===== src/common/gthc_pkg.sv =====
// What this block does
// - Result high when input exceeds threshold plus delta.
// - Result low when input at/below threshold minus delta.
// - Inside the band the result holds.
// - Input is signed 16-bit, compared signed.
// - Active on one or always-enabled; else inactive.
// - Inactive: no compare, output frozen.
// - Inputs keep sampling; re-enable uses latest input.
// - Enable may come from several digital sources.
// - Operational input selectable as first block result.
// - Routed channel driven only by the block.
// - Fieldbus bit stays writable and usable as input.
package gthc_pkg;

  // Word offsets of the register map, byte addresses.
  localparam logic [4:0] CTRL_OFF   = 5'h00;
  localparam logic [4:0] THRESH_OFF = 5'h04;
  localparam logic [4:0] DELTA_OFF  = 5'h08;
  localparam logic [4:0] FBUS_OFF   = 5'h0C;
  localparam logic [4:0] STATUS_OFF = 5'h10;

  // Control register field positions.
  localparam int CTRL_ENSRC_LSB = 0;
  localparam int CTRL_ENSRC_W   = 3;
  localparam int CTRL_OPSRC_BIT = 4;
  localparam int CTRL_ROUTE_BIT = 5;

  // Status register field positions.
  localparam int STAT_RESULT_BIT = 0;
  localparam int STAT_ACTIVE_BIT = 1;
  localparam int STAT_OP_LSB     = 16;

  // Reset values.
  localparam logic [31:0] CTRL_RST   = 32'h0000_0000;
  localparam logic [15:0] THRESH_RST = 16'h0000;
  localparam logic [15:0] DELTA_RST  = 16'h0000;

  // Operational word width as documented.
  localparam int OP_W = 16;

  // Sources that can enable the compare.
  typedef enum logic [2:0] {
    GTHC_EN_OFF,
    GTHC_EN_ON,
    GTHC_EN_ISLAND_IN,
    GTHC_EN_ISLAND_OUT,
    GTHC_EN_VMOD,
    GTHC_EN_FBUS
  } gthc_en_src_t;

endpackage


===== src/hw/gthc_sync.sv =====
`timescale 1ns/1ps
// Two-flop synchroniser for levels arriving from pins.
module gthc_sync #(
  parameter int W = 1
) (
  input  wire logic         clk_i,
  input  wire logic         rst_i,
  input  wire logic [W-1:0] d_i,
  output logic      [W-1:0] q_o
);

  // First stage; only the second stage reads it.
  logic [W-1:0] meta;

  // Width below one makes no sense.
  if (W < 1) begin : g_bad_w
    $error("gthc_sync: W must be at least 1.");
  end

  // Both stages clear on reset so the output starts low.
  always_ff @(posedge clk_i)
  begin
    if (rst_i)
    begin
      meta <= '0;
      q_o  <= '0;
    end
    else
    begin
      meta <= d_i;
      q_o  <= meta;
    end
  end

endmodule


===== src/hw/gthc_hyst.sv =====
`timescale 1ns/1ps
// Signed greater-than compare with symmetric hysteresis.
module gthc_hyst #(
  parameter int W = 16
) (
  input  wire logic         clk_i,
  input  wire logic         rst_i,
  input  wire logic         active_i,
  input  wire logic [W-1:0] op_i,
  input  wire logic [W-1:0] thresh_i,
  input  wire logic [W-1:0] delta_i,
  output logic              result_o
);

  if (W < 2 || W > 30) begin : g_bad_w
    $error("gthc_hyst: W must lie in 2..30.");
  end

  // Two spare bits keep sums of extreme presets from wrapping.
  logic signed [W+1:0] op_x;
  logic signed [W+1:0] hi_x;
  logic signed [W+1:0] lo_x;
  logic                above;
  logic                at_or_below;
  logic                next_result;

  assign op_x = (W+2)'($signed(op_i));
  assign hi_x = (W+2)'($signed(thresh_i)) + (W+2)'($signed(delta_i));
  assign lo_x = (W+2)'($signed(thresh_i)) - (W+2)'($signed(delta_i));
  assign above       = op_x > hi_x;
  assign at_or_below = op_x <= lo_x;
  // Above wins if a negative delta makes the band inverted.
  assign next_result = !active_i ? result_o :
                       above ? 1'b1 :
                       at_or_below ? 1'b0 :
                       result_o;

  // Hysteresis state is the result flop itself.
  always_ff @(posedge clk_i)
  begin
    if (rst_i)
      result_o <= 1'b0;
    else
      result_o <= next_result;
  end

endmodule


===== src/hw/gthc_top.sv =====
`timescale 1ns/1ps
// Greater-than reflex compare with a classic Wishbone register port.
module gthc_top #(
  parameter int OP_W = gthc_pkg::OP_W
) (
  input  wire logic            clk_i,
  input  wire logic            rst_i,
  // Classic Wishbone slave.
  input  wire logic [4:0]      adr_i,
  input  wire logic [31:0]     dat_i,
  output logic      [31:0]     dat_o,
  input  wire logic            we_i,
  input  wire logic [3:0]      sel_i,
  input  wire logic            cyc_i,
  input  wire logic            stb_i,
  output logic                 ack_o,
  // Digital enable candidates from pins.
  input  wire logic            island_din_i,
  input  wire logic            island_dout_i,
  input  wire logic            vmod_dout_i,
  // Operational word sources, same clock domain.
  input  wire logic [OP_W-1:0] op_word_i,
  input  wire logic            first_result_i,
  // Block result and the action channel it may drive.
  output logic                 result_o,
  output logic                 channel_o
);

  if (OP_W != 16) begin : g_bad_w
    $error("gthc_top: the operational word must be 16 bits.");
  end

  // Register storage.
  logic [31:0]     ctrl;          // Source selects and routing.
  logic [15:0]     thresh;        // Threshold preset.
  logic [15:0]     delta;         // Hysteresis preset.
  logic            fbus_bit;      // Fieldbus master data bit.
  logic [OP_W-1:0] op_q;          // Latest operational word.

  // Bus decode.
  logic        req;               // A request stands, not yet answered.
  logic        wr_stb;            // Write takes effect at this edge.
  logic        hit_ctrl;
  logic        hit_thresh;
  logic        hit_delta;
  logic        hit_fbus;
  logic        hit_status;
  logic [31:0] rd_mux;            // Read value before registering.
  logic [31:0] status_word;

  // Compare datapath.
  logic            isl_in_s;      // Synchronised island input.
  logic            isl_out_s;     // Synchronised island output.
  logic            vmod_s;        // Synchronised virtual module bit.
  logic [2:0]      en_sel;
  logic            active;
  logic [OP_W-1:0] op_pick;
  logic            cmp_result;

  // Merge write data into a register under the byte lanes.
  function automatic logic [31:0] merge(input logic [31:0] old_v,
                                        input logic [31:0] new_v,
                                        input logic [3:0]  lanes);
    logic [31:0] r;
    r = old_v;
    for (int b = 0; b < 4; b++)
    begin
      if (lanes[b])
        r[8*b +: 8] = new_v[8*b +: 8];
    end
    return r;
  endfunction

  // Enable candidates from pins cross into this clock first.
  gthc_sync #(.W(3)) u_sync (
    .clk_i (clk_i),
    .rst_i (rst_i),
    .d_i   ({vmod_dout_i, island_dout_i, island_din_i}),
    .q_o   ({vmod_s, isl_out_s, isl_in_s})
  );

  // A request is taken once; ack marks the edge it completes.
  assign req        = cyc_i && stb_i && !ack_o;
  assign wr_stb     = cyc_i && stb_i && we_i && ack_o;
  assign hit_ctrl   = adr_i == gthc_pkg::CTRL_OFF;
  assign hit_thresh = adr_i == gthc_pkg::THRESH_OFF;
  assign hit_delta  = adr_i == gthc_pkg::DELTA_OFF;
  assign hit_fbus   = adr_i == gthc_pkg::FBUS_OFF;
  assign hit_status = adr_i == gthc_pkg::STATUS_OFF;

  // Status shows the block's own state and the sampled word.
  assign status_word = {op_q, 14'h0000, active, result_o};

  // Unmapped offsets read as zero and still get an ack.
  assign rd_mux = hit_ctrl   ? ctrl :
                  hit_thresh ? {16'h0000, thresh} :
                  hit_delta  ? {16'h0000, delta} :
                  hit_fbus   ? {31'h0, fbus_bit} :
                  hit_status ? status_word :
                  32'h0000_0000;

  // Ack rises one cycle after the request and drops the next.
  always_ff @(posedge clk_i)
  begin
    if (rst_i)
    begin
      ack_o <= 1'b0;
      dat_o <= 32'h0000_0000;
    end
    else
    begin
      ack_o <= req;
      dat_o <= req ? rd_mux : dat_o;
    end
  end

  // Control and presets are written on the acknowledged edge.
  always_ff @(posedge clk_i)
  begin
    if (rst_i)
    begin
      ctrl   <= gthc_pkg::CTRL_RST;
      thresh <= gthc_pkg::THRESH_RST;
      delta  <= gthc_pkg::DELTA_RST;
    end
    else if (wr_stb)
    begin
      if (hit_ctrl)
        ctrl <= merge(ctrl, dat_i, sel_i);
      // Presets keep only the low half; upper lanes are dropped.
      if (hit_thresh)
        thresh <= 16'(merge({16'h0000, thresh}, dat_i, sel_i));
      if (hit_delta)
        delta <= 16'(merge({16'h0000, delta}, dat_i, sel_i));
    end
  end

  // The fieldbus bit is always writable, routed or not.
  always_ff @(posedge clk_i)
  begin
    if (rst_i)
      fbus_bit <= 1'b0;
    else if (wr_stb && hit_fbus && sel_i[0])
      fbus_bit <= dat_i[0];
  end

  // Enable source select; unknown codes count as disabled.
  assign en_sel = ctrl[gthc_pkg::CTRL_ENSRC_LSB +: gthc_pkg::CTRL_ENSRC_W];
  always_comb
  begin
    case (gthc_pkg::gthc_en_src_t'(en_sel))
      gthc_pkg::GTHC_EN_ON:         active = 1'b1;
      gthc_pkg::GTHC_EN_ISLAND_IN:  active = isl_in_s;
      gthc_pkg::GTHC_EN_ISLAND_OUT: active = isl_out_s;
      gthc_pkg::GTHC_EN_VMOD:       active = vmod_s;
      gthc_pkg::GTHC_EN_FBUS:       active = fbus_bit;
      default:                      active = 1'b0;
    endcase
  end

  // Nested mode widens the first block's bit into a word.
  assign op_pick = ctrl[gthc_pkg::CTRL_OPSRC_BIT] ?
                   {{(OP_W-1){1'b0}}, first_result_i} :
                   op_word_i;

  // The word is sampled every cycle, enabled or not, so a
  // re-enable acts on the freshest value.
  always_ff @(posedge clk_i)
  begin
    if (rst_i)
      op_q <= '0;
    else
      op_q <= op_pick;
  end

  // Compare core holds the hysteresis state.
  gthc_hyst #(.W(OP_W)) u_hyst (
    .clk_i    (clk_i),
    .rst_i    (rst_i),
    .active_i (active),
    .op_i     (op_q),
    .thresh_i (thresh),
    .delta_i  (delta),
    .result_o (cmp_result)
  );

  assign result_o = cmp_result;

  // A routed channel follows the block only; else the fieldbus.
  assign channel_o = ctrl[gthc_pkg::CTRL_ROUTE_BIT] ?
                     cmp_result : fbus_bit;

  // Helper views for the checks below.
  logic signed [17:0] op_x;
  logic signed [17:0] hi_x;
  logic signed [17:0] lo_x;
  assign op_x = 18'($signed(op_q));
  assign hi_x = 18'($signed(thresh)) + 18'($signed(delta));
  assign lo_x = 18'($signed(thresh)) - 18'($signed(delta));
endmodule


===== config.mk =====
export PLATFORM = sky130hd
export DESIGN_NAME = gthc_top
export DESIGN_NICKNAME = d
export VERILOG_FILES = /design/src/common/gthc_pkg.sv /design/src/hw/gthc_sync.sv /design/src/hw/gthc_hyst.sv /design/src/hw/gthc_top.sv
export SDC_FILE = /design/constraint.sdc
export NUM_CORES = 1
export LEC_CHECK = 0
export BUFFER_PORTS_ARGS = -buffer_cell sky130_fd_sc_hd__buf_2
export CAP_MARGIN = 0
export CORE_MARGIN = 2
export CORE_UTILIZATION = 38
export DETAILED_ROUTE_END_ITERATION = 7
export PLACE_DENSITY = 0.68
export REMOVE_ABC_BUFFERS = 1
export SLEW_MARGIN = 20
export SYNTH_ARGS = -nofsm -noshare
export SYNTH_HDL_FRONTEND = slang
export SYNTH_SLANG_ARGS = --single-unit

===== constraint.sdc =====
create_clock -name clk_i -period 4.76 [get_ports clk_i]
set_input_delay 0.238 -clock clk_i [delete_from_list [all_inputs] [get_ports clk_i]]
set_output_delay 0.238 -clock clk_i [all_outputs]
set_load 0.01 [all_outputs]

* Word-level counts from Yosys, hierarchy flattened
Index checks and enable logic that the tools add are counted.
** Operators by class
- Add/subtract/negate cells :: 2
- Magnitude comparators :: 2
- Equality and inequality tests :: 9
- Muxes and demuxes :: 10
- Reduce and logical (&&, ||, !) cells :: 19
** Operator list (count)
- 32-bit two-way mux :: 5
- 3-bit AND reduction :: 8
- 16-bit by 16-bit adder with 17-bit output :: 1
- 16-bit by 17-bit > comparator with 1-bit output :: 1
- 16-bit by 17-bit less-or-equal comparator with 1-bit output :: 1
- 16-bit by 16-bit subtractor with 17-bit output :: 1
- 5-bit by 4-bit equality test with 1-bit output, second input constant :: 2
- 3-bit by 2-bit equality test with 1-bit output, second input constant :: 2
- 3-bit equality test, second input constant :: 2
- 1-bit logical AND :: 6
- 5-bit by 3-bit equality test with 1-bit output, second input constant :: 1
- 5-bit equality test, second input constant :: 1
- 5-bit logical NOT :: 1
- 1-bit one-hot mux with 5 select lines :: 1
- 1-bit two-way mux :: 4
- 3-bit by 1-bit equality test with 1-bit output, second input constant :: 1
- 2-bit AND reduction :: 1
- 2-bit nonzero test :: 1
- 2-bit OR reduction :: 1
- 1-bit logical NOT :: 1
** Word-level totals
- Register bits :: 121
- Input bits :: 66
- Output and inout bits :: 35
- Logic and storage cells :: 58

* Depth between registers and ports, before layout
- Word-level depth :: 7
- Depth in mapped cells :: 16
- Gate-level depth less buffers :: 16

* By module
From an unflattened synthesis, not the netlist that was laid out.
** Second synthesis, totals
- Cell total of the unflattened synthesis :: 807
- Area total of the unflattened synthesis :: 7299.5 um^2
** By module, submodules not included
- gthc_top :: times used 1, cells an instance 459, area each 4658.2 um^2, seq. area each 2282.2 um^2
- gthc_hyst :: times used 1, cells an instance 336, area each 2483.6 um^2, seq. area each 20.0 um^2
- gthc_sync :: times used 1, cells an instance 12, area each 157.7 um^2, seq. area each 120.1 um^2

* Worst setup path before layout
Ideal clock, no wire load.
- Kind :: reg-to-reg
- From :: reg delta[0]
- To :: reg u_hyst.result_o
- Setup time :: 0.125 ns
- Arrival :: 3.304 ns
- Data required time :: 4.635 ns
- Slack :: 1.331 ns
- Stages on the path, launching flop included :: 16
- Buffers on the path :: 0
- Period minus slack after synthesis :: 3.429 ns
- Cell sequence :: dfxtp_1 ha_1 inv_1 fa_1 o21ba_1 or4_1 o211ai_2 a31oi_4 o311ai_4 xnor2_1 ha_1 a21o_1 a221oi_1 o211ai_1 a32oi_1 o21ai_0
** On the way
- Word-level cells in the longest chain between the ends :: 4
- Elaborated cells between the ends (all ways) :: 7
- Classes of those cells :: 2 x add/sub; 2 x order compare; 1 x mux; 2 x reduce/logical
** RTL lines
- from (decl) :: RTL line gthc_top.sv:36 : logic [15:0] delta;
- from (signal assigned) :: RTL line gthc_top.sv:124 : delta <= gthc_pkg::DELTA_RST;
- from (signal assigned) :: RTL line gthc_top.sv:134 : delta <= 16'(merge({16'h0000, delta}, dat_i, sel_i));
- 16-bit by 16-bit subtractor with 17-bit output or 16-bit by 16-bit adder with 17-bit output (tied branches)
- 16-bit by 17-bit less-or-equal comparator with 1-bit output or 16-bit by 17-bit > comparator with 1-bit output (tied branches) :: RTL line gthc_hyst.sv:31, gthc_hyst.sv:30
- 2-bit nonzero test (no source line)
- 2-bit AND reduction (no source line)
- to (signal assigned) :: RTL line gthc_hyst.sv:44 : result_o <= next_result;
- to (decl) :: RTL line gthc_hyst.sv:12 : output logic result_o
Parallel ways exist; a longest one is shown, timed or not.
A chain may end at the register's enable or synchronous reset.

* Worst setup path in the final report
- From :: reg delta[2]
- To :: reg u_hyst.result_o
Same word-level chain as after synthesis.

==> run summary <==
## Floorplanning
• **site row count** 48
• **height of the die** 137 um
• **die area** 18800 um2
• **starting density of the core** 0.388
• **Placeable Area** 17300 um2
• **die width** 137 um
• **IO Count** 101

## Clocking
• **number of sinks driven by the clock tree** 121
• **clock-pin slew on the worst setup and hold paths** 0.05 ns
• **number of buffers created by CTS** 17
• **number of hold buffers added after cts** 0
• **count of buffers added by post-CTS timing repair for setup** 0
• **clock root buffer** clkbuf_16
• **CTS H-tree lvls** 4
• **Resize count post-CTS** 0
• **number of buffers between clock root and the deepest sink** 2
• **clock tree from TritonCTS** yes
• **source-to-sink clock delay at the later pin of the worst-skew pair** 0.42 ns

## Global route
• **global-route wire length before repair** 27900 um
• **initial antenna violation count** 0
• **aggregate global-route resource usage** 0.190
• **overflow left after global routing** 0
• **maximum number of pins on one net before global-route repair** 63
• **via count of the first global-routing pass** 5784

## Setup path
• **critical path launch point** delta[2]$_SDFFE_PP0P_
• **Worst Setup Path Type** flip-flop to flip-flop
• **crit path max-delay cell type** a2111oi_0
• **arrival time worst endpoint** 4.20 ns
• **critical path, cell by cell** inv_1 -> ha_1 -> nor2b_4 -> o31a_1 -> a2bb2oi_1 -> a211o_1 -> a2111o_1 -> o311ai_1 -> ha_1 -> a21o_1 -> a2111oi_0 -> o21ai_0 -> a21oi_1 -> o21ai_0
• **endpoint required time on the critical path** 5.06 ns
• **CP max FO** 8
• **peak per-stage delay on the critical path** 0.51 ns
• **dominant delay contributor by cell family on the critical path** compound AO/OA/AOI/OAI gates
• **type of element launching the critical path** flip-flop
• **count of buffering cells on the critical path with inverters included** 1
• **FF-to-FF Start** delta[2]$_SDFFE_PP0P_
• **kind of end point of the critical path** flip-flop

## Place
• **placed insts** 1049
• **HPWL after detailed placement** 12300 um
• **routability-driven placement congestion ratio** 0.877
• **port buffer count** 100
• **post-detailed-placement cell area** 7380 um2

## Routing
• **drt first-iter violations** 392
• **Pre-Repair DR Iteration Count** 6
• **wire length after detailed routing** 17000 um
• **Vias per Instance** 5.41
• **WL/cell** 15.7 um
• **number of nets still failing antenna checks after routing** 0
• **post-detailed-route DRC marker count** 0
• **Vias** 5855

## Synth
• **synthesized instance count** 761
• **Synth cell types** 62
• **proportion of netlist area held by the largest area contributor** 0.361
• **top cells by area, synth** dfxtp_1 36%, ha_1 12%, mux2i_1 7.4%
• **number of synthesized flops with an enable pin** 0
• **post-synthesis cell area** 6720 um2
• **YS warnings** 0
• **Most used DFF post-synth** dfxtp_1
• **register area share after synthesis** 0.361
• **Async SR Flop Fraction** 0
• **post-synthesis cell type with the largest combined area** dfxtp_1
• **post-synthesis register bit count** 121
• **mean instance size in the synthesized netlist** 8.83 um2

## Layout
• **layout cell share with drive strength beyond 1** 0.170
• **most common library cell in the layout ignoring fill and taps** dfxtp_1
• **register area** 2420 um2
• **n_diodes** 0
• **total area of multi-input combinational cells** 4000 um2
• **most frequent cells in the layout** 121 x dfxtp_1, 107 x nor2_1, 99 x buf_2
• **Fill cells** 1741
• **Total Nets Final** 978
• **utilization of the core after routing** 0.462
• **post-route insts no fill** 1082
• **area grow syn2layout** 18.9%
• **cell area after layout** 7990 um2

## Timing
• **clock skew** 0.00659 ns
• **final count of negative-setup-slack endpoints** 0
• **final hold violation count** 0
• **number of max-slew violations in the final report** 0
• **slew at the pin closest to its max-slew limit** 0.883 ns
• **Tcrit/Tclk final** 0.818
• **RSZ-0062 raised after global routing** no
• **setup tns final** 0 ns
• **clock period minus final worst setup slack** 3.90 ns
• **maximum achievable frequency** 0.257 GHz
• **worst max-slew margin expressed relative to the limit** 0.409

## Job
• **Max-Cap Viols** 0

## Worst hold path
• **Hold WC Path Type** primary input to flip-flop
• **launch instance of the worst min-delay path** op_word_i[15]

## Pwr
• **static leakage** 3.58 nW
• **PD cells** 314 nW/um2
• **peak ir drop on the vdd network** 0.242 mV

## Run status
• **outcome** finished clean

-- metrics by stage --
stage / power [mW] / hold WS [ns] / setup WS, ns
3_3_place_gp: 1.26 / 0.417 / 1.03
5_1_grt: 2.61 / 0.00581 / 0.654
6_report: 2.51 / 0.0140 / 0.865
4_1_cts: 2.53 / 0.000931 / 0.962
2_1_floorplan: 1.17 / 0.307 / 1.33
3_5_place_dp: 1.26 / 0.426 / 0.971
-- sequential cells by signal, indices dropped and copies added (netlist names) --
signal           count
ctrl                32
dat_o               32
delta               16
op_q                16
thresh              16
u_sync.meta          3
u_sync.q_o           3
ack_o                1
fbus_bit             1
u_hyst.result_o      1
-- report_power, final --
part / switching (mW) / leakage, nW / total (mW) / internal, mW
registers: 0.0173 / 0.985 / 1.06 / 1.04
logic: 0.102 / 2.32 / 0.182 / 0.0794
clock network: 0.439 / 0.278 / 1.27 / 0.832
-- kinds of logic (layout without fill, tap and decap cells) --
kind of cell / count (synthesis) / count (layout) / synth area share
AND/OR/NAND/NOR: 262 / 262 / 0.182
XOR/XNOR: 23 / 23 / 0.0300
buffers and inverters: 78 / 174 / 0.0460
adder cells (fa/ha/maj): 68 / 68 / 0.129
flip-flops: 121 / 121 / 0.361
multiplexers: 51 / 51 / 0.0762
AO/OA/AOI/OAI: 158 / 158 / 0.176
-- layer usage --
| layer | up-vias | GRT usage | part of all wire | routed length [um] |
|---|---|---|---|---|
| li1 | 2903 | - | - | - |
| met1 | 2766 | 0.233 | 0.45 | 7650 |
| met2 | 154 | 0.320 | 0.48 | 8190 |
| met3 | 32 | 0.0470 | 0.046 | 785 |
| met4 | 0 | 0.0722 | 0.023 | 389 |
| met5 | - | 0 | 0 | 0 |
-- cells in the mapped netlist (all sizes together), types with 2 or more instances --
cell type	instances
o21bai	3
nand3b	2
o31a	2
and4	2
dfxtp	121
a2111o	3
nand3	29
a21o	8
a31oi	3
a221oi	20
nand2b	6
nand2	36
nor2b	14
a211oi	18
buf	11
fa	2
and2	18
o31ai	2
a222oi	14
inv	35
and3	4
xnor2	20
o21ba	2
nand4	5
a21oi	41
nor3	30
clkbuf	32
xor2	3
o311ai	2
or2	2
ha	66
a311oi	3
o21a	3
nor2	109
mux2i	50
o21ai	17
o211ai	6
-- final timing paths --
| path | endpoint | slack, ns | cells after the start |
|---|---|---|---|
| worst min-delay path | op_q[15]$_SDFF_PP0_ | 0.01 | 2 |
| worst min register to register | u_sync.q_o[2]$_SDFF_PP0_ | 0.44 | 1 |
| worst max register to register | u_hyst.result_o$_SDFFE_PP0P_ | 0.86 | 14 |
| worst max-delay path | u_hyst.result_o$_SDFFE_PP0P_ | 0.86 | 14 |
-- cell type report --
class	instances	share of cell area
Multi-Input combinational cell	562	0.500
Sequential cell	121	0.303
Timing Repair Buffer	107	0.0720
Clock buffer	24	0.0578
Tap cell	225	0.0352
Inverter	35	0.0164
Clock inverter	8	0.0150
(Power assumes the default switching activity.)
